`src/mfam_pkg.sv`:
```
package mfam_pkg;

  // ***************************************
  // Data address window
  // ***************************************
  localparam logic [15:0] MFAM_WIN_FIRST    = 16'h6000;
  localparam logic [15:0] MFAM_WIN_LAST     = 16'h600f;
  localparam logic [15:0] MFAM_WR_LAST      = 16'h6007;

  // ***************************************
  // Function codes and exception codes
  // ***************************************
  localparam logic [7:0]  MFAM_FC_READ      = 8'h03;
  localparam logic [7:0]  MFAM_FC_WRITE     = 8'h10;
  localparam logic [7:0]  MFAM_FC_READWRITE = 8'h17;
  localparam logic [7:0]  MFAM_EXC_NONE     = 8'h00;
  localparam logic [7:0]  MFAM_EXC_FUNC     = 8'h01;
  localparam logic [7:0]  MFAM_EXC_ADDR     = 8'h02;
  localparam logic [7:0]  MFAM_EXC_QTY      = 8'h03;

  // ***************************************
  // Slot layout and item codes
  // ***************************************
  localparam int          MFAM_SLOTS        = 4;
  localparam logic [31:0] MFAM_SLOT_RESET   = 32'h0000_0000;
  localparam logic [31:0] MFAM_ITEM_FB_SPEED = 32'h0000_0002;
  localparam logic [1:0]  MFAM_WORD_HI      = 2'h0;
  localparam logic [1:0]  MFAM_WORD_LO      = 2'h1;

  // ***************************************
  // Sequencer states
  // ***************************************
  typedef enum logic [4:0] {
    MFAM_IDLE     = 5'b00001,
    MFAM_WRITE    = 5'b00010,
    MFAM_RD_ISSUE = 5'b00100,
    MFAM_RD_TAKE  = 5'b01000,
    MFAM_DONE     = 5'b10000
  } mfam_state_e;

endpackage

```
`src/mfam_shadow_if.sv`:
```
`timescale 1ns/100ps
// Write shadow port between sequencer and shadow memory
interface mfam_shadow_if;
  logic        wr_en;
  logic [2:0]  wr_addr;
  logic [15:0] wr_data;
  logic [2:0]  rd_addr;
  logic [15:0] rd_data;

  modport owner (output wr_en, output wr_addr, output wr_data, output rd_addr, input rd_data);
  modport mem   (input wr_en, input wr_addr, input wr_data, input rd_addr, output rd_data);
endinterface

```
`src/mfam_shadow_mem.sv`:
```
`timescale 1ns/100ps
// Holds the words written by the current request, eight writable addresses
module mfam_shadow_mem
  import mfam_pkg::*;
(
  input  wire logic  clk_in,
  mfam_shadow_if.mem sh
);

  logic [15:0] mem_reg [8];
  logic [15:0] rd_data_reg;

  // ***************************************
  // Storage and registered read
  // ***************************************
  always_ff @(posedge clk_in) begin
    if (sh.wr_en) begin
      mem_reg[sh.wr_addr] <= sh.wr_data;
    end
    rd_data_reg <= mem_reg[sh.rd_addr];
  end

  assign sh.rd_data = rd_data_reg;

endmodule

```
`src/mfam_top.sv`:
```
// ***************************************
// ***************************************
`timescale 1ns/100ps
module mfam_top
  import mfam_pkg::*;
(
  input  wire logic        clk_in,
  input  wire logic        rst_n_in,
  input  wire logic [31:0] free_slot_one_param_in,
  input  wire logic [31:0] free_slot_two_param_in,
  input  wire logic [31:0] free_slot_three_param_in,
  input  wire logic [31:0] free_slot_four_param_in,
  input  wire logic        req_valid_in,
  input  wire logic [7:0]  req_fc_in,
  input  wire logic [15:0] req_rd_addr_in,
  input  wire logic [7:0]  req_rd_qty_in,
  input  wire logic [15:0] req_wr_addr_in,
  input  wire logic [7:0]  req_wr_qty_in,
  output logic             req_ready_out,
  input  wire logic        wr_word_valid_in,
  input  wire logic [15:0] wr_word_in,
  output logic             wr_word_ready_out,
  output logic             item_wr_valid_out,
  output logic [31:0]      item_wr_code_out,
  output logic [1:0]       item_wr_word_out,
  output logic [15:0]      item_wr_data_out,
  output logic [31:0]      rd_item_code_out,
  input  wire logic [31:0] item_data_in,
  output logic             rsp_word_valid_out,
  output logic [15:0]      rsp_word_out,
  output logic             rsp_done_out,
  output logic [7:0]       rsp_exc_out
);

  mfam_shadow_if sh ();

  mfam_shadow_mem u_shadow (
    .clk_in (clk_in),
    .sh     (sh)
  );

  // ***************************************
  // State
  // ***************************************
  mfam_state_e  state_reg, state_next;
  logic [31:0]  slot_reg [MFAM_SLOTS];
  logic [31:0]  slot_next [MFAM_SLOTS];
  logic         captured_reg, captured_next;
  logic [7:0]   fc_reg, fc_next;
  logic [15:0]  rd_addr_reg, rd_addr_next;
  logic [7:0]   rd_left_reg, rd_left_next;
  logic [15:0]  wr_addr_reg, wr_addr_next;
  logic [7:0]   wr_left_reg, wr_left_next;
  logic [7:0]   wmask_reg, wmask_next;
  logic [7:0]   exc_reg, exc_next;
  logic         req_ready_reg, req_ready_next;
  logic         wr_ready_reg, wr_ready_next;
  logic         iw_valid_reg, iw_valid_next;
  logic [31:0]  iw_code_reg, iw_code_next;
  logic [1:0]   iw_word_reg, iw_word_next;
  logic [15:0]  iw_data_reg, iw_data_next;
  logic [31:0]  rd_code_reg, rd_code_next;
  logic         rsp_valid_reg, rsp_valid_next;
  logic [15:0]  rsp_word_reg, rsp_word_next;
  logic         done_reg, done_next;
  logic [7:0]   exc_out_reg, exc_out_next;

  // Resolved item code for a slot; zero code means feedback speed
  function automatic logic [31:0] item_of(input logic [31:0] code);
    item_of = (code == MFAM_SLOT_RESET) ? MFAM_ITEM_FB_SPEED : code;
  endfunction

  // Whole span start..start+qty-1 lies inside first..last
  function automatic logic span_ok(input logic [15:0] start, input logic [7:0] qty,
                                   input logic [15:0] last);
    logic [16:0] end_addr;
    end_addr = {1'b0, start} + {9'h000, qty} - 17'h00001;
    span_ok  = (start >= MFAM_WIN_FIRST) && (end_addr <= {1'b0, last});
  endfunction

  logic rd_win_ok;
  logic wr_win_ok;

  // Windows per function code: reads the full area, writes slots one and two only
  assign rd_win_ok = span_ok(req_rd_addr_in, req_rd_qty_in, MFAM_WIN_LAST);
  assign wr_win_ok = span_ok(req_wr_addr_in, req_wr_qty_in, MFAM_WR_LAST);

  // ***************************************
  // Next-state logic
  // ***************************************
  always_comb begin
    state_next     = state_reg;
    captured_next  = 1'b1;
    for (int i = 0; i < MFAM_SLOTS; i++) begin
      slot_next[i] = slot_reg[i];
    end
    fc_next        = fc_reg;
    rd_addr_next   = rd_addr_reg;
    rd_left_next   = rd_left_reg;
    wr_addr_next   = wr_addr_reg;
    wr_left_next   = wr_left_reg;
    wmask_next     = wmask_reg;
    exc_next       = exc_reg;
    iw_valid_next  = 1'b0;
    iw_code_next   = iw_code_reg;
    iw_word_next   = iw_word_reg;
    iw_data_next   = iw_data_reg;
    rd_code_next   = rd_code_reg;
    rsp_valid_next = 1'b0;
    rsp_word_next  = rsp_word_reg;
    done_next      = 1'b0;
    exc_out_next   = exc_out_reg;
    sh.wr_en       = 1'b0;
    sh.wr_addr     = wr_addr_reg[2:0];
    sh.wr_data     = wr_word_in;
    sh.rd_addr     = rd_addr_reg[2:0];

    // Slot values are caught once after reset; later changes wait for the next reset
    if (!captured_reg) begin
      slot_next[0] = free_slot_one_param_in;
      slot_next[1] = free_slot_two_param_in;
      slot_next[2] = free_slot_three_param_in;
      slot_next[3] = free_slot_four_param_in;
    end

    unique case (state_reg)
      MFAM_IDLE: begin
        if (req_valid_in && req_ready_reg) begin
          fc_next      = req_fc_in;
          rd_addr_next = req_rd_addr_in;
          rd_left_next = req_rd_qty_in;
          wr_addr_next = req_wr_addr_in;
          wr_left_next = req_wr_qty_in;
          wmask_next   = 8'h00;
          exc_next     = MFAM_EXC_NONE;
          state_next   = MFAM_DONE;
          // Quantity is checked before the address window
          if (req_fc_in == MFAM_FC_READ) begin
            if (req_rd_qty_in == 8'h00) exc_next = MFAM_EXC_QTY;
            else if (!rd_win_ok) exc_next = MFAM_EXC_ADDR;
            else state_next = MFAM_RD_ISSUE;
          end else if (req_fc_in == MFAM_FC_WRITE) begin
            if (req_wr_qty_in == 8'h00) exc_next = MFAM_EXC_QTY;
            else if (!wr_win_ok) exc_next = MFAM_EXC_ADDR;
            else state_next = MFAM_WRITE;
          end else if (req_fc_in == MFAM_FC_READWRITE) begin
            if (req_rd_qty_in == 8'h00 || req_wr_qty_in == 8'h00) exc_next = MFAM_EXC_QTY;
            else if (!rd_win_ok || !wr_win_ok) exc_next = MFAM_EXC_ADDR;
            else state_next = MFAM_WRITE;
          end else begin
            exc_next = MFAM_EXC_FUNC;
          end
        end
      end
      MFAM_WRITE: begin
        if (wr_word_valid_in) begin
          // Word lands in the shadow so a read of the same address returns it
          sh.wr_en                     = 1'b1;
          wmask_next[wr_addr_reg[2:0]] = 1'b1;
          iw_valid_next = (wr_addr_reg[1:0] == MFAM_WORD_HI) || (wr_addr_reg[1:0] == MFAM_WORD_LO);
          iw_code_next  = item_of(slot_reg[wr_addr_reg[3:2]]);
          iw_word_next  = wr_addr_reg[1:0];
          iw_data_next  = wr_word_in;
          wr_addr_next  = wr_addr_reg + 16'h0001;
          wr_left_next  = wr_left_reg - 8'h01;
          if (wr_left_reg == 8'h01) begin
            state_next = (fc_reg == MFAM_FC_WRITE) ? MFAM_DONE : MFAM_RD_ISSUE;
          end
        end
      end
      MFAM_RD_ISSUE: begin
        rd_code_next = item_of(slot_reg[rd_addr_reg[3:2]]);
        state_next   = MFAM_RD_TAKE;
      end
      MFAM_RD_TAKE: begin
        rsp_valid_next = 1'b1;
        if (rd_addr_reg <= MFAM_WR_LAST && wmask_reg[rd_addr_reg[2:0]]) begin
          rsp_word_next = sh.rd_data;
        end else if (rd_addr_reg[1:0] == MFAM_WORD_HI) begin
          rsp_word_next = item_data_in[31:16];
        end else if (rd_addr_reg[1:0] == MFAM_WORD_LO) begin
          rsp_word_next = item_data_in[15:0];
        end else begin
          rsp_word_next = 16'h0000;
        end
        rd_addr_next = rd_addr_reg + 16'h0001;
        rd_left_next = rd_left_reg - 8'h01;
        state_next   = (rd_left_reg == 8'h01) ? MFAM_DONE : MFAM_RD_ISSUE;
      end
      MFAM_DONE: begin
        done_next    = 1'b1;
        exc_out_next = exc_reg;
        state_next   = MFAM_IDLE;
      end
      default: begin
        state_next = MFAM_IDLE;
      end
    endcase
  end

  // Handshake readies follow the coming state so they sit on flops
  assign req_ready_next = (state_next == MFAM_IDLE) && captured_next;
  assign wr_ready_next  = (state_next == MFAM_WRITE);

  // ***************************************
  // Registers
  // ***************************************
  always_ff @(posedge clk_in) begin
    if (!rst_n_in) begin
      state_reg     <= MFAM_IDLE;
      captured_reg  <= 1'b0;
      for (int i = 0; i < MFAM_SLOTS; i++) begin
        slot_reg[i] <= MFAM_SLOT_RESET;
      end
      fc_reg        <= 8'h00;
      rd_addr_reg   <= 16'h0000;
      rd_left_reg   <= 8'h00;
      wr_addr_reg   <= 16'h0000;
      wr_left_reg   <= 8'h00;
      wmask_reg     <= 8'h00;
      exc_reg       <= MFAM_EXC_NONE;
      req_ready_reg <= 1'b0;
      wr_ready_reg  <= 1'b0;
      iw_valid_reg  <= 1'b0;
      iw_code_reg   <= 32'h0000_0000;
      iw_word_reg   <= 2'h0;
      iw_data_reg   <= 16'h0000;
      rd_code_reg   <= 32'h0000_0000;
      rsp_valid_reg <= 1'b0;
      rsp_word_reg  <= 16'h0000;
      done_reg      <= 1'b0;
      exc_out_reg   <= MFAM_EXC_NONE;
    end else begin
      state_reg     <= state_next;
      captured_reg  <= captured_next;
      for (int i = 0; i < MFAM_SLOTS; i++) begin
        slot_reg[i] <= slot_next[i];
      end
      fc_reg        <= fc_next;
      rd_addr_reg   <= rd_addr_next;
      rd_left_reg   <= rd_left_next;
      wr_addr_reg   <= wr_addr_next;
      wr_left_reg   <= wr_left_next;
      wmask_reg     <= wmask_next;
      exc_reg       <= exc_next;
      req_ready_reg <= req_ready_next;
      wr_ready_reg  <= wr_ready_next;
      iw_valid_reg  <= iw_valid_next;
      iw_code_reg   <= iw_code_next;
      iw_word_reg   <= iw_word_next;
      iw_data_reg   <= iw_data_next;
      rd_code_reg   <= rd_code_next;
      rsp_valid_reg <= rsp_valid_next;
      rsp_word_reg  <= rsp_word_next;
      done_reg      <= done_next;
      exc_out_reg   <= exc_out_next;
    end
  end

  // ***************************************
  // Outputs, all from flops
  // ***************************************
  assign req_ready_out      = req_ready_reg;
  assign wr_word_ready_out  = wr_ready_reg;
  assign item_wr_valid_out  = iw_valid_reg;
  assign item_wr_code_out   = iw_code_reg;
  assign item_wr_word_out   = iw_word_reg;
  assign item_wr_data_out   = iw_data_reg;
  assign rd_item_code_out   = rd_code_reg;
  assign rsp_word_valid_out = rsp_valid_reg;
  assign rsp_word_out       = rsp_word_reg;
  assign rsp_done_out       = done_reg;
  assign rsp_exc_out        = exc_out_reg;

endmodule

```
`config.mk`:
```
export PLATFORM = sky130hd
export DESIGN_NAME = mfam_top
export DESIGN_NICKNAME = d
export VERILOG_FILES = /design/src/mfam_pkg.sv /design/src/mfam_shadow_if.sv /design/src/mfam_shadow_mem.sv /design/src/mfam_top.sv
export SDC_FILE = /design/constraint.sdc
export NUM_CORES = 1
export LEC_CHECK = 0
export BUFFER_PORTS_ARGS = -buffer_cell sky130_fd_sc_hd__buf_2
export CORE_MARGIN = 2
export CORE_UTILIZATION = 55
export CTS_BUF_LIST = sky130_fd_sc_hd__clkbuf_8 sky130_fd_sc_hd__clkbuf_16
export DETAILED_ROUTE_END_ITERATION = 8
export GPL_TIMING_DRIVEN = 0
export PLACE_DENSITY = 0.8
export RECOVER_POWER = 100
export SYNTH_ARGS = -nofsm -noshare
export SYNTH_HDL_FRONTEND = slang
export SYNTH_SLANG_ARGS = --single-unit
export TNS_END_PERCENT = 10
```
`constraint.sdc`:
```
create_clock -name clk_in -period 10.1 [get_ports clk_in]
set_input_delay 2.02 -clock clk_in [delete_from_list [all_inputs] [get_ports clk_in]]
set_output_delay 2.02 -clock clk_in [all_outputs]
set_load 0.05 [all_outputs]
```
==> results.sh, run 1 <==
export IMPL_layoutNonFillerInstCount=2757
export IMPL_cts_clk_slew_worst_paths_ps=60
export IMPL_core_region_area_um2=37500
export IMPL_synth_yosys_seq_area_share_pct=54.7
export IMPL_cts_num_sinks=441
export IMPL_top_achievable_clock_speed_ghz=0.203
export IMPL_wire_per_inst_um=21.4
export IMPL_area_delta_synth_final_pct=17.9
export IMPL_grt_pass1_wl_um=89300
export IMPL_critical_path_class="input port to register"
export IMPL_setup_worst_path_start="req_wr_addr_in[2]"
export IMPL_startpoint_type="input port"
export IMPL_placement_rows=71
export IMPL_clock_insertion_delay_worst_skew_ps=550
export IMPL_number_of_vias_in_the_routed_layout=16180
export IMPL_grt_start_max_net_pins=81
export IMPL_routed_wl_um=59000
export IMPL_portion_of_synthesized_cell_area_occupied_by_the_leading_cell_type_pct=36.9
export IMPL_num_antenna_cells=0
export IMPL_number_of_storage_elements_in_the_synthesis_netlist=441
export IMPL_max_clock_path_buffers=3
export IMPL_die_width_um=199
export IMPL_ant_nets=0
export IMPL_crit_required_ps=10530
export IMPL_drt_iter0_drc=1476
export IMPL_synth_cell_count_leaders="256 x sky130_fd_sc_hd__edfxtp_1, 233 x sky130_fd_sc_hd__nand2_1, 185 x sky130_fd_sc_hd__dfxtp_1"
export IMPL_final_max_slew_viol_count=49
export IMPL_nets=2510
export IMPL_numCtsBuffers=44
export IMPL_fin_skew_ps=12.9
export IMPL_hold_buffers=0
export IMPL_average_footprint_of_a_synthesized_cell_um2=11.5
export IMPL_reg2reg_slack_ps=6090
export IMPL_power_per_cell_area_nw_per_um2=168
export IMPL_classification_of_the_worst_slack_hold_path="register to register"
export IMPL_worst_r2r_cell_count=8
export IMPL_fin_ws_ps=5180
export IMPL_r2r_start="state_reg[3]"
export IMPL_synth_area_leader_cell="sky130_fd_sc_hd__edfxtp_1"
export IMPL_violations="max-capacitance violations, max-slew violations"
export IMPL_vdd_drop_max_uv=135
export IMPL_postSynth_asyncResetShare_pct=0
export IMPL_cts_repair_resize_count=0
export IMPL_drive_gt1_share_pct=18.3
export IMPL_cts_htree_levels=2
export IMPL_combined_area_of_all_synthesized_cells_um2=20800
export IMPL_leakagePower_uw=0.00899
export IMPL_final_min_clock_period_ps=4920
export IMPL_slew_headroom_pct=-37.2
export IMPL_timing_worst_slew_pin_value_ps=2050
export IMPL_antenna_found_initial=0
export IMPL_start_util_pct=55.5
export IMPL_floorplan_io_pins=347
export IMPL_r2r_end="u_shadow.mem_reg[6][10]"
export IMPL_worst_ep_arrival_time_ps=5350
export IMPL_io_buffers=340
export IMPL_grt_setup_unrepaired="no"
export IMPL_timing_critical_path_fanout_max=4
export IMPL_yosysMostFrequentCell="sky130_fd_sc_hd__edfxtp_1"
export IMPL_layout_worst_path_cycle_share_pct=48.7
export IMPL_avg_vias_per_cell=5.87
export IMPL_design_die_area_um2=39400
export IMPL_root_buffer="sky130_fd_sc_hd__clkbuf_16"
export IMPL_dp_cells=2675
export IMPL_area_contributors_post_synth="sky130_fd_sc_hd__edfxtp_1 37%, sky130_fd_sc_hd__dfxtp_1 18%, sky130_fd_sc_hd__mux4_2 11%"
export IMPL_setup_tns_final_ps=0
export IMPL_drt_pre_antenna_iters=6
export IMPL_list_of_cells_traversed_by_the_critical_path="buf_2, inv_1, ha_1, inv_1, ha_1, a211o_1, a211oi_1, o311a_1, o21ai_0, a2111oi_0, o211a_1, o31ai_1, a21oi_1, o31ai_1"
export IMPL_post_synth_num_cell_types=80
export IMPL_track_usage_pct=29.9
export IMPL_tritoncts="yes"
export IMPL_via_count_of_the_first_global_routing_pass=16013
export IMPL_setup_viol_count_final=0
export IMPL_endpoint_kind="register"
export IMPL_place_worst_setup_slack_ps=4840
export IMPL_drc=0
export IMPL_timing_critical_path_slowest_stage_cell="sky130_fd_sc_hd__a2111oi_0"
export IMPL_critPathMaxStageDelay_ps=510
export IMPL_post_dp_hpwl_um=45000
export IMPL_cts_post_setup_buffers_inserted=0
export IMPL_overflow=0
export IMPL_place_congestion=0.978
export IMPL_synth_yosys_warnings=0
export IMPL_worst_setup_path_endpoint="state_reg[4]"
export IMPL_die_y_um=199
export IMPL_synthesis_instances=1811
export IMPL_run_status="finished with violations"
export IMPL_synth_edf_count=256
export IMPL_hold_viol_final=0
export IMPL_max_cap_violations=1
export IMPL_main_synth_ff_type="sky130_fd_sc_hd__edfxtp_1"
-- per-layer routing --
metal | global-route usage (%) | up-vias | routed length, µm
met4 | 10.7 | 0 | 2250
met2 | 52.2 | 836 | 29400
met5 | 0 | - | 0
li1 | - | 7455 | -
met1 | 36.9 | 7744 | 22000
met3 | 6.02 | 145 | 5400
-- cells by family after synthesis --
| kind of cell | after synthesis | share of synthesized area [%] |
|---|---|---|
| xor gates and xnor gates | 12 | 0.505 |
| DFF | 441 | 54.7 |
| adders and majority gates | 64 | 3.92 |
| buffers and inverters | 222 | 4.25 |
| other | 1 | 0.0180 |
| muxes | 118 | 11.7 |
| and+or+nand+nor | 616 | 14.6 |
| AOI/OAI and AO/OA | 337 | 10.3 |
-- per-stage QoR --
stage	total power [µW]	hold slack, ps	instance area (µm²)	util, %
2_1_floorplan	2320	431	20800	-
3_3_place_gp	2470	441	23200	61.8
3_5_place_dp	2490	445	23300	62.2
4_1_cts	4130	453	24800	66.2
5_1_grt	4240	472	24600	65.5
6_report	4120	453	24600	65.5
-- worst min-delay path by stage --
stage / cells past startpoint / end / start / slack, ps
2_1_floorplan: 2 / wmask_reg[2] / wmask_reg[2] / 430
3_3_place_gp: 2 / item_wr_code_out[4] / item_wr_code_out[4] / 440
3_5_place_dp: 2 / item_wr_code_out[4] / item_wr_code_out[4] / 440
4_1_cts: 2 / item_wr_code_out[4] / item_wr_code_out[4] / 450
5_1_grt: 2 / fc_reg[7] / fc_reg[7] / 470
6_report: 2 / item_wr_code_out[4] / item_wr_code_out[4] / 450
-- placed cells by master (no fill, tap or decap), types with 16 or more instances in the layout --
cell type                     n
sky130_fd_sc_hd__edfxtp_1   256
sky130_fd_sc_hd__nand2_1    233
sky130_fd_sc_hd__clkbuf_1   226
sky130_fd_sc_hd__buf_2      220
sky130_fd_sc_hd__dfxtp_1    185
sky130_fd_sc_hd__a21oi_1    149
sky130_fd_sc_hd__inv_1      118
sky130_fd_sc_hd__and2_0     110
sky130_fd_sc_hd__mux4_2      98
sky130_fd_sc_hd__nor2_1      83
sky130_fd_sc_hd__ha_1        62
sky130_fd_sc_hd__nor4_1      48
sky130_fd_sc_hd__o21ai_0     46
sky130_fd_sc_hd__nor3_1      44
sky130_fd_sc_hd__clkbuf_16   44
sky130_fd_sc_hd__and2_1      23
sky130_fd_sc_hd__a211oi_1    22
sky130_fd_sc_hd__a221oi_1    21
sky130_fd_sc_hd__nand3_1     16
-- worst max-delay path: cells and delay by family --
family                   cells  cell delay, ps
AO/OA/AOI/OAI                9            2480
buffers and inverters        3             250
adder cells (fa/ha/maj)      2             600
-- power breakdown --
group	internal (µW)	leakage, µW	switching (µW)
clock	972	0.000767	694
combinational	197	0.00416	266
sequential	1960	0.00406	34.3
-- layout make-up --
cell class | instances | area, µm²
clock inverter | 32 | 304
fill | 2917 | 12900
multi-input combinational | 1153 | 8550
sequential | 441 | 11400
buffer | 117 | 489
inverter | 105 | 394
timing repair buffer | 348 | 1600
clock buffer | 50 | 1180
tap | 511 | 639
(Power assumes the default switching activity.)
==> run 2: changes to the inputs <==
--- a/config.mk
+++ b/config.mk
@@ -5,13 +5,14 @@
 export SDC_FILE = /design/constraint.sdc
 export NUM_CORES = 1
 export LEC_CHECK = 0
+export ABC_AREA = 1
 export BUFFER_PORTS_ARGS = -buffer_cell sky130_fd_sc_hd__buf_2
 export CORE_MARGIN = 2
-export CORE_UTILIZATION = 55
+export CORE_UTILIZATION = 52
 export CTS_BUF_LIST = sky130_fd_sc_hd__clkbuf_8 sky130_fd_sc_hd__clkbuf_16
 export DETAILED_ROUTE_END_ITERATION = 8
 export GPL_TIMING_DRIVEN = 0
-export PLACE_DENSITY = 0.8
+export PLACE_DENSITY = 0.79
 export RECOVER_POWER = 100
 export SYNTH_ARGS = -nofsm -noshare
 export SYNTH_HDL_FRONTEND = slang
==> constraint.sdc (replaced) <==
create_clock -name clk_in -period 3.9 [get_ports clk_in]
set_input_delay 0.78 -clock clk_in [delete_from_list [all_inputs] [get_ports clk_in]]
set_output_delay 0.78 -clock clk_in [all_outputs]
set_load 0.05 [all_outputs]
==> run 2 against run 1 <==
  * The run now ends clean
  * Largest power group unchanged
  * Critical path type is now register to register
  * First-iteration DRC count up 57%
  * Sequential power rose to 2.6 times the previous value
  * Critical endpoint is now u_shadow.mem_reg[0][10]
  * Synthesized cell count up 49%
  * Synthesized area up 5.7%
  * Total power rose to 2.8 times the previous value
==> results.sh, run 2 <==
export IMPL_place_congestion=1.01
export IMPL_synthesis_instances=2702
export IMPL_avg_vias_per_cell=5.64
export IMPL_synth_top_family_by_area="simple AND/OR/NAND/NOR gates"
export IMPL_drt_pre_antenna_iters=6
export IMPL_numCtsBuffers=45
export IMPL_grt_pass1_wl_um=110000
export IMPL_crit_path_top_cell_by_count="sky130_fd_sc_hd__inv_1"
export IMPL_placement_rows=75
export IMPL_cts_num_sinks=441
export IMPL_cts_repair_resize_count=0
export IMPL_ant_nets=0
export IMPL_average_footprint_of_a_synthesized_cell_um2=8.15
export IMPL_postSynth_asyncResetShare_pct=0
export IMPL_muxShareOfSynthArea_pct=0
export IMPL_main_synth_ff_type="sky130_fd_sc_hd__edfxtp_1"
export IMPL_number_of_storage_elements_in_the_synthesis_netlist=441
export IMPL_clock_insertion_delay_worst_skew_ps=600
export IMPL_antenna_found_initial=3
export IMPL_fin_skew_ps=36.9
export IMPL_timing_critical_path_slowest_stage_cell="sky130_fd_sc_hd__nor3_2"
export IMPL_post_synth_and_or_nand_nor_area_fraction_pct=19.0
export IMPL_synth_yosys_warnings=0
export IMPL_cts_clk_slew_worst_paths_ps=60
export IMPL_cts_htree_levels=2
export IMPL_crit_required_ps=4180
export IMPL_floorplan_io_pins=347
export IMPL_routed_wl_um=73500
export IMPL_timing_worst_slew_pin_value_ps=1310
export IMPL_track_usage_pct=32.6
export IMPL_list_of_cells_traversed_by_the_critical_path="nor2_1, inv_1, nor4_4, inv_1, nor2_1, inv_1, clkbuf_1, nor3_2, clkbuf_2"
export IMPL_final_core_util_pct=61.9
export IMPL_die_y_um=210
export IMPL_synth_compound_gate_area_share_pct=15.5
export IMPL_most_frequent_standard_cell_in_the_layout_excluding_fill_and_tap_cells="sky130_fd_sc_hd__nor2_1"
export IMPL_final_min_clock_period_ps=3490
export IMPL_core_region_area_um2=41900
export IMPL_top_achievable_clock_speed_ghz=0.286
export IMPL_drc=0
export IMPL_portion_of_synthesized_cell_area_occupied_by_the_leading_cell_type_pct=34.9
export IMPL_setup_worst_path_start="state_reg[3]"
export IMPL_yosysMostFrequentCell="sky130_fd_sc_hd__nor2_1"
export IMPL_synth_area_leader_cell="sky130_fd_sc_hd__edfxtp_1"
export IMPL_root_buffer="sky130_fd_sc_hd__clkbuf_16"
export IMPL_tritoncts="yes"
export IMPL_most_frequent_cells_in_the_layout="492 x sky130_fd_sc_hd__nor2_1, 388 x sky130_fd_sc_hd__inv_1, 341 x sky130_fd_sc_hd__o21ai_0"
export IMPL_start_util_pct=52.6
export IMPL_wire_per_inst_um=20.0
export IMPL_place_worst_setup_slack_ps=85.7
export IMPL_run_status="complete, no violations"
export IMPL_number_of_vias_in_the_routed_layout=20747
export IMPL_hold_viol_final=0
export IMPL_setup_viol_count_final=0
export IMPL_synth_yosys_seq_area_share_pct=51.7
export IMPL_hold_path_startpoint="rst_n_in"
export IMPL_worst_ep_arrival_time_ps=3770
export IMPL_area_delta_synth_final_pct=17.6
export IMPL_hold_buffers=0
export IMPL_area_contributors_post_synth="sky130_fd_sc_hd__edfxtp_1 35%, sky130_fd_sc_hd__dfxtp_1 17%, sky130_fd_sc_hd__nor2_1 8.4%"
export IMPL_cts_post_setup_buffers_inserted=0
export IMPL_drive_gt1_share_pct=11.4
export IMPL_design_die_area_um2=44000
export IMPL_synth_fa_ha_area_share_pct=3.71
export IMPL_io_buffers=340
export IMPL_final_max_slew_viol_count=0
export IMPL_totalPowerFinal_uw=11700
export IMPL_max_clock_path_buffers=3
export IMPL_max_cap_violations=0
export IMPL_timing_critical_path_fanout_max=10
export IMPL_n_fill_cell=3705
export IMPL_synth_cell_count_leaders="490 x sky130_fd_sc_hd__nor2_1, 370 x sky130_fd_sc_hd__inv_1, 340 x sky130_fd_sc_hd__o21ai_0"
export IMPL_synth_edf_count=256
export IMPL_grt_start_max_net_pins=129
export IMPL_critPathBufInv=5
export IMPL_critical_path_class="register to register"
export IMPL_grt_setup_unrepaired="no"
export IMPL_critPathMaxStageDelay_ps=650
export IMPL_r2r_start="state_reg[3]"
export IMPL_nets=3402
export IMPL_layout_worst_path_cycle_share_pct=89.5
export IMPL_endpoint_kind="register"
export IMPL_drt_iter0_drc=2312
export IMPL_fin_ws_ps=408
export IMPL_via_count_of_the_first_global_routing_pass=19608
export IMPL_vdd_drop_max_uv=363
export IMPL_leakagePower_uw=0.0114
export IMPL_die_width_um=210
export IMPL_power_per_cell_area_nw_per_um2=452
export IMPL_post_dp_hpwl_um=55800
export IMPL_post_synth_num_cell_types=50
export IMPL_critPathTopFamily="buffers and inverters"
export IMPL_slew_headroom_pct=11.5
export IMPL_overflow=0
export IMPL_classification_of_the_worst_slack_hold_path="input port to register"
export IMPL_startpoint_type="register"
export IMPL_synth_xor_area_share_pct=0.597
export IMPL_combined_area_of_all_synthesized_cells_um2=22000
[run 2: cell types whose count changed in the layout (fill, tap and decap cells not counted), sizes merged, moves of 23 or more]
cell,delta
nand3,+62
and2,-133
nor3,-28
nor2,+418
nand4,+32
clkbuf,+25
inv,+284
a31oi,+23
nor4,-29
o21ai,+297
nand2,+103
a21oi,+60
mux4,-98
[run 2: metal layers]
metal	track usage [%]	part of all wire [%]
met1	40.4	39
met2	57.0	49
met3	4.89	8.5
met4	13.4	4.1
met5	0	0
[run 2: final cells by class]
type / count / area, µm² / area share (%)
clock buffer: 52 / 1260 / 4.85
inverter: 392 / 1470 / 5.68
sequential: 441 / 11400 / 44.0
multi-input combinational: 1726 / 8550 / 33.0
clock inverter: 32 / 325 / 1.26
buffer: 148 / 594 / 2.30
tap: 539 / 674 / 2.60
timing repair buffer: 348 / 1630 / 6.28
antenna: 3 / 7.51 / 0.0290
[run 2: logic make-up after synthesis]
logic type	Yosys count
AOI/OAI and AO/OA	641
xor gates and xnor gates	15
adders and majority gates	64
buffers and inverters	540
DFF	441
other	1
and+or+nand+nor	1000
[run 2: worst register-to-register path, delay by kind of cell (launching register included)]
kind          cells  cell delay (ps)
flops             1              320
simple gates      4             1410
buf+inv           5             1420
[run 2: worst paths after layout]
check                                               end  slack, ps  depth (start not counted)
worst max-delay path            u_shadow.mem_reg[0][10]        410                          9
worst min-delay path                       captured_reg        300                          1
worst max register to register  u_shadow.mem_reg[0][10]        410                          9
worst min register to register             wmask_reg[7]        460                          2
[run 2: stage by stage]
step           setup TNS [ps]  hold slack [ps]  area (µm²)  instances
2_1_floorplan               0              427       22000       2707
3_3_place_gp          -168430              436       24400       3586
3_5_place_dp                0              450       24500       3594
4_1_cts                     0              280       26100       3678
5_1_grt                     0              294       25900       3680
6_report                    0              303       25900       3681
[run 2: power by group]
| part | total (µW) | switching [µW] | internal (µW) | leakage (µW) |
|---|---|---|---|---|
| Combinational | 1910 | 1330 | 573 | 0.00651 |
| Sequential | 5240 | 120 | 5120 | 0.00406 |
| Clock | 4560 | 1900 | 2660 | 0.000824 |
==> run 3: changes to the inputs <==
--- a/config.mk
+++ b/config.mk
@@ -16,5 +16,6 @@
 export RECOVER_POWER = 100
 export SYNTH_ARGS = -nofsm -noshare
 export SYNTH_HDL_FRONTEND = slang
+export SYNTH_HIERARCHICAL = 1
 export SYNTH_SLANG_ARGS = --single-unit
 export TNS_END_PERCENT = 10
==> run 3 against run 2 <==
  * Worst setup slack lost 110 ps
  * Largest power group unchanged
  * Clock skew down 10 ps
  * Clock-buffer cell count up 2
  * Sequential cell count unchanged
==> results.sh, run 3 <==
export IMPL_grt_start_max_net_pins=76
export IMPL_list_of_cells_traversed_by_the_critical_path="nor2_2, inv_1, nor4_4, inv_2, nor2_4, buf_2, clkbuf_1, nand2_1, nor2_1, clkbuf_2"
export IMPL_layoutNonFillerInstCount=3934
export IMPL_cts_post_setup_buffers_inserted=0
export IMPL_routed_wl_um=71100
export IMPL_avg_vias_per_cell=5.37
export IMPL_grt_pass1_wl_um=107000
export IMPL_final_min_clock_period_ps=3600
export IMPL_slew_headroom_pct=14.7
export IMPL_reg2reg_slack_ps=300
export IMPL_max_cap_violations=0
export IMPL_vdd_drop_max_uv=340
export IMPL_timing_critical_path_slowest_stage_cell="sky130_fd_sc_hd__clkbuf_1"
export IMPL_ant_nets=0
export IMPL_nets=3610
export IMPL_io_buffers=340
export IMPL_worst_setup_path_endpoint="u_shadow/mem_reg[6][1]"
export IMPL_critical_path_class="register to register"
export IMPL_average_footprint_of_a_synthesized_cell_um2=7.79
export IMPL_place_worst_setup_slack_ps=30.4
export IMPL_drt_pre_antenna_iters=6
export IMPL_area_delta_synth_final_pct=16.8
export IMPL_worst_ep_arrival_time_ps=3840
export IMPL_most_frequent_cells_in_the_layout="553 x sky130_fd_sc_hd__nand2_1, 535 x sky130_fd_sc_hd__inv_1, 381 x sky130_fd_sc_hd__nor2_1"
export IMPL_run_status="complete, no violations"
export IMPL_drc=0
export IMPL_cts_htree_levels=2
export IMPL_place_congestion=1.00
export IMPL_portion_of_synthesized_cell_area_occupied_by_the_leading_cell_type_pct=33.8
export IMPL_synth_xor_area_share_pct=0.501
export IMPL_overflow=0
export IMPL_grt_setup_unrepaired="no"
export IMPL_hold_buffers=0
export IMPL_synth_fa_ha_area_share_pct=3.59
export IMPL_endpoint_kind="register"
export IMPL_floorplan_io_pins=347
export IMPL_post_synth_num_cell_types=44
export IMPL_power_per_cell_area_nw_per_um2=444
export IMPL_multiInputGateArea_um2=8700
export IMPL_muxShareOfSynthArea_pct=0
export IMPL_postSynth_asyncResetShare_pct=0
export IMPL_startpoint_type="register"
export IMPL_most_frequent_standard_cell_in_the_layout_excluding_fill_and_tap_cells="sky130_fd_sc_hd__nand2_1"
export IMPL_setup_worst_path_start="state_reg[2]"
export IMPL_drive_gt1_share_pct=10.1
export IMPL_timing_critical_path_fanout_max=12
export IMPL_synth_yosys_seq_area_share_pct=50.1
export IMPL_wire_per_inst_um=18.1
export IMPL_critPathBufInv=5
export IMPL_antenna_found_initial=3
export IMPL_cts_num_sinks=441
export IMPL_die_width_um=213
export IMPL_via_count_of_the_first_global_routing_pass=20001
export IMPL_r2r_start="state_reg[2]"
export IMPL_synth_cell_count_leaders="554 x sky130_fd_sc_hd__nand2_1, 519 x sky130_fd_sc_hd__inv_1, 386 x sky130_fd_sc_hd__nor2_1"
export IMPL_worst_r2r_cell_count=10
export IMPL_design_die_area_um2=45400
export IMPL_track_usage_pct=31.1
export IMPL_crit_required_ps=4130
export IMPL_fin_ws_ps=296
export IMPL_yosysMostFrequentCell="sky130_fd_sc_hd__nand2_1"
export IMPL_main_synth_ff_type="sky130_fd_sc_hd__edfxtp_1"
export IMPL_critPathMaxStageDelay_ps=490
export IMPL_combined_area_of_all_synthesized_cells_um2=22700
export IMPL_dp_cells=3848
export IMPL_totalPowerFinal_uw=11800
export IMPL_start_util_pct=52.7
export IMPL_cts_repair_resize_count=0
export IMPL_synth_top_family_by_area="simple AND/OR/NAND/NOR gates"
export IMPL_root_buffer="sky130_fd_sc_hd__clkbuf_16"
export IMPL_cp_depth=10
export IMPL_number_of_storage_elements_in_the_synthesis_netlist=441
export IMPL_setup_viol_count_final=0
export IMPL_clock_insertion_delay_worst_skew_ps=590
export IMPL_die_y_um=213
export IMPL_numCtsBuffers=45
export IMPL_synthesis_instances=2915
export IMPL_post_dp_hpwl_um=53700
export IMPL_number_of_vias_in_the_routed_layout=21114
export IMPL_core_region_area_um2=43100
export IMPL_max_clock_path_buffers=3
export IMPL_r2r_end="u_shadow/mem_reg[6][1]"
export IMPL_placement_rows=76
export IMPL_classification_of_the_worst_slack_hold_path="input port to register"
export IMPL_post_synth_and_or_nand_nor_area_fraction_pct=21.1
export IMPL_cts_clk_slew_worst_paths_ps=60
export IMPL_synth_yosys_warnings=6
export IMPL_n_fill_cell=3892
export IMPL_final_max_slew_viol_count=0
export IMPL_timing_worst_slew_pin_value_ps=1280
export IMPL_tritoncts="yes"
export IMPL_area_contributors_post_synth="sky130_fd_sc_hd__edfxtp_1 34%, sky130_fd_sc_hd__dfxtp_1 16%, sky130_fd_sc_hd__nand2_1 9.2%"
export IMPL_synth_area_leader_cell="sky130_fd_sc_hd__edfxtp_1"
export IMPL_synth_compound_gate_area_share_pct=13.1
export IMPL_hold_viol_final=0
export IMPL_fin_skew_ps=26.6
export IMPL_synth_edf_count=256
export IMPL_top_achievable_clock_speed_ghz=0.277
export IMPL_drt_iter0_drc=2128
export IMPL_critPathTopFamily="buffers and inverters"
export IMPL_area_sequential_um2=11400
export IMPL_layout_worst_path_cycle_share_pct=92.4
export IMPL_leakagePower_uw=0.0125
run 3: metal layers:
metal	GRT usage, %	wire length (µm)	vias to the layer above
li1	-	-	10195
met1	38.2	27400	9569
met2	52.2	33100	1121
met3	5.94	6610	225
met4	15.8	3890	4
met5	0	23	-
run 3: cell type report:
cell class | count | share of cell area (%)
antenna | 2 | 0.0189
buffer | 142 | 2.39
clock buffer | 54 | 4.80
clock inverter | 30 | 0.925
inverter | 527 | 7.46
multi-input combinational | 1810 | 32.8
sequential | 441 | 42.9
tap | 585 | 2.76
timing repair buffer | 343 | 5.90
run 3: metrics by stage:
stage / cell area (µm²) / util [%] / hold WS, ps / setup TNS, ps
after floorplan: 22700 / - / 427 / 0
final: 26500 / 61.6 / 401 / 0
after CTS: 26800 / 62.2 / 346 / 0
after global placement: 25200 / 58.4 / 440 / -110770
after global routing: 26500 / 61.6 / 389 / 0
after detailed placement: 25300 / 58.6 / 442 / 0
run 3: cell families (layout without fill, tap and decap cells):
group | Yosys count | count (layout)
AOI/OAI and AO/OA | 561 | 561
xor gates and xnor gates | 13 | 13
adders and majority gates | 64 | 64
buffers and inverters | 669 | 1096
DFF | 441 | 441
other | 1 | 8
and+or+nand+nor | 1166 | 1166
run 3: worst min-delay path by stage:
stage,startpoint,to,cells past startpoint
final,rst_n_in,captured_reg,1
after global routing,rst_n_in,captured_reg,1
after CTS,rst_n_in,captured_reg,1
after detailed placement,wmask_reg[3],wmask_reg[3],2
after global placement,wmask_reg[4],wmask_reg[4],2
after floorplan,wmask_reg[1],wmask_reg[1],2
run 3: power by group:
group | total, µW | switching [µW] | internal (µW) | leakage (µW)
registers | 5280 | 145 | 5130 | 0.00406
clock network | 4390 | 1860 | 2530 | 0.000796
logic | 2120 | 1470 | 645 | 0.00761
total | 11800 | 3480 | 8310 | 0.0125
run 3: worst reg2reg max path, stage by stage, from the launching register on:
cell and delay, ps:
sky130_fd_sc_hd__dfxtp_1 330, sky130_fd_sc_hd__nor2_2 100, sky130_fd_sc_hd__inv_1 90, sky130_fd_sc_hd__nor4_4 470
sky130_fd_sc_hd__inv_2 160, sky130_fd_sc_hd__nor2_4 160, sky130_fd_sc_hd__buf_2 270, sky130_fd_sc_hd__clkbuf_1 500
sky130_fd_sc_hd__nand2_1 250, sky130_fd_sc_hd__nor2_1 470, sky130_fd_sc_hd__clkbuf_2 440
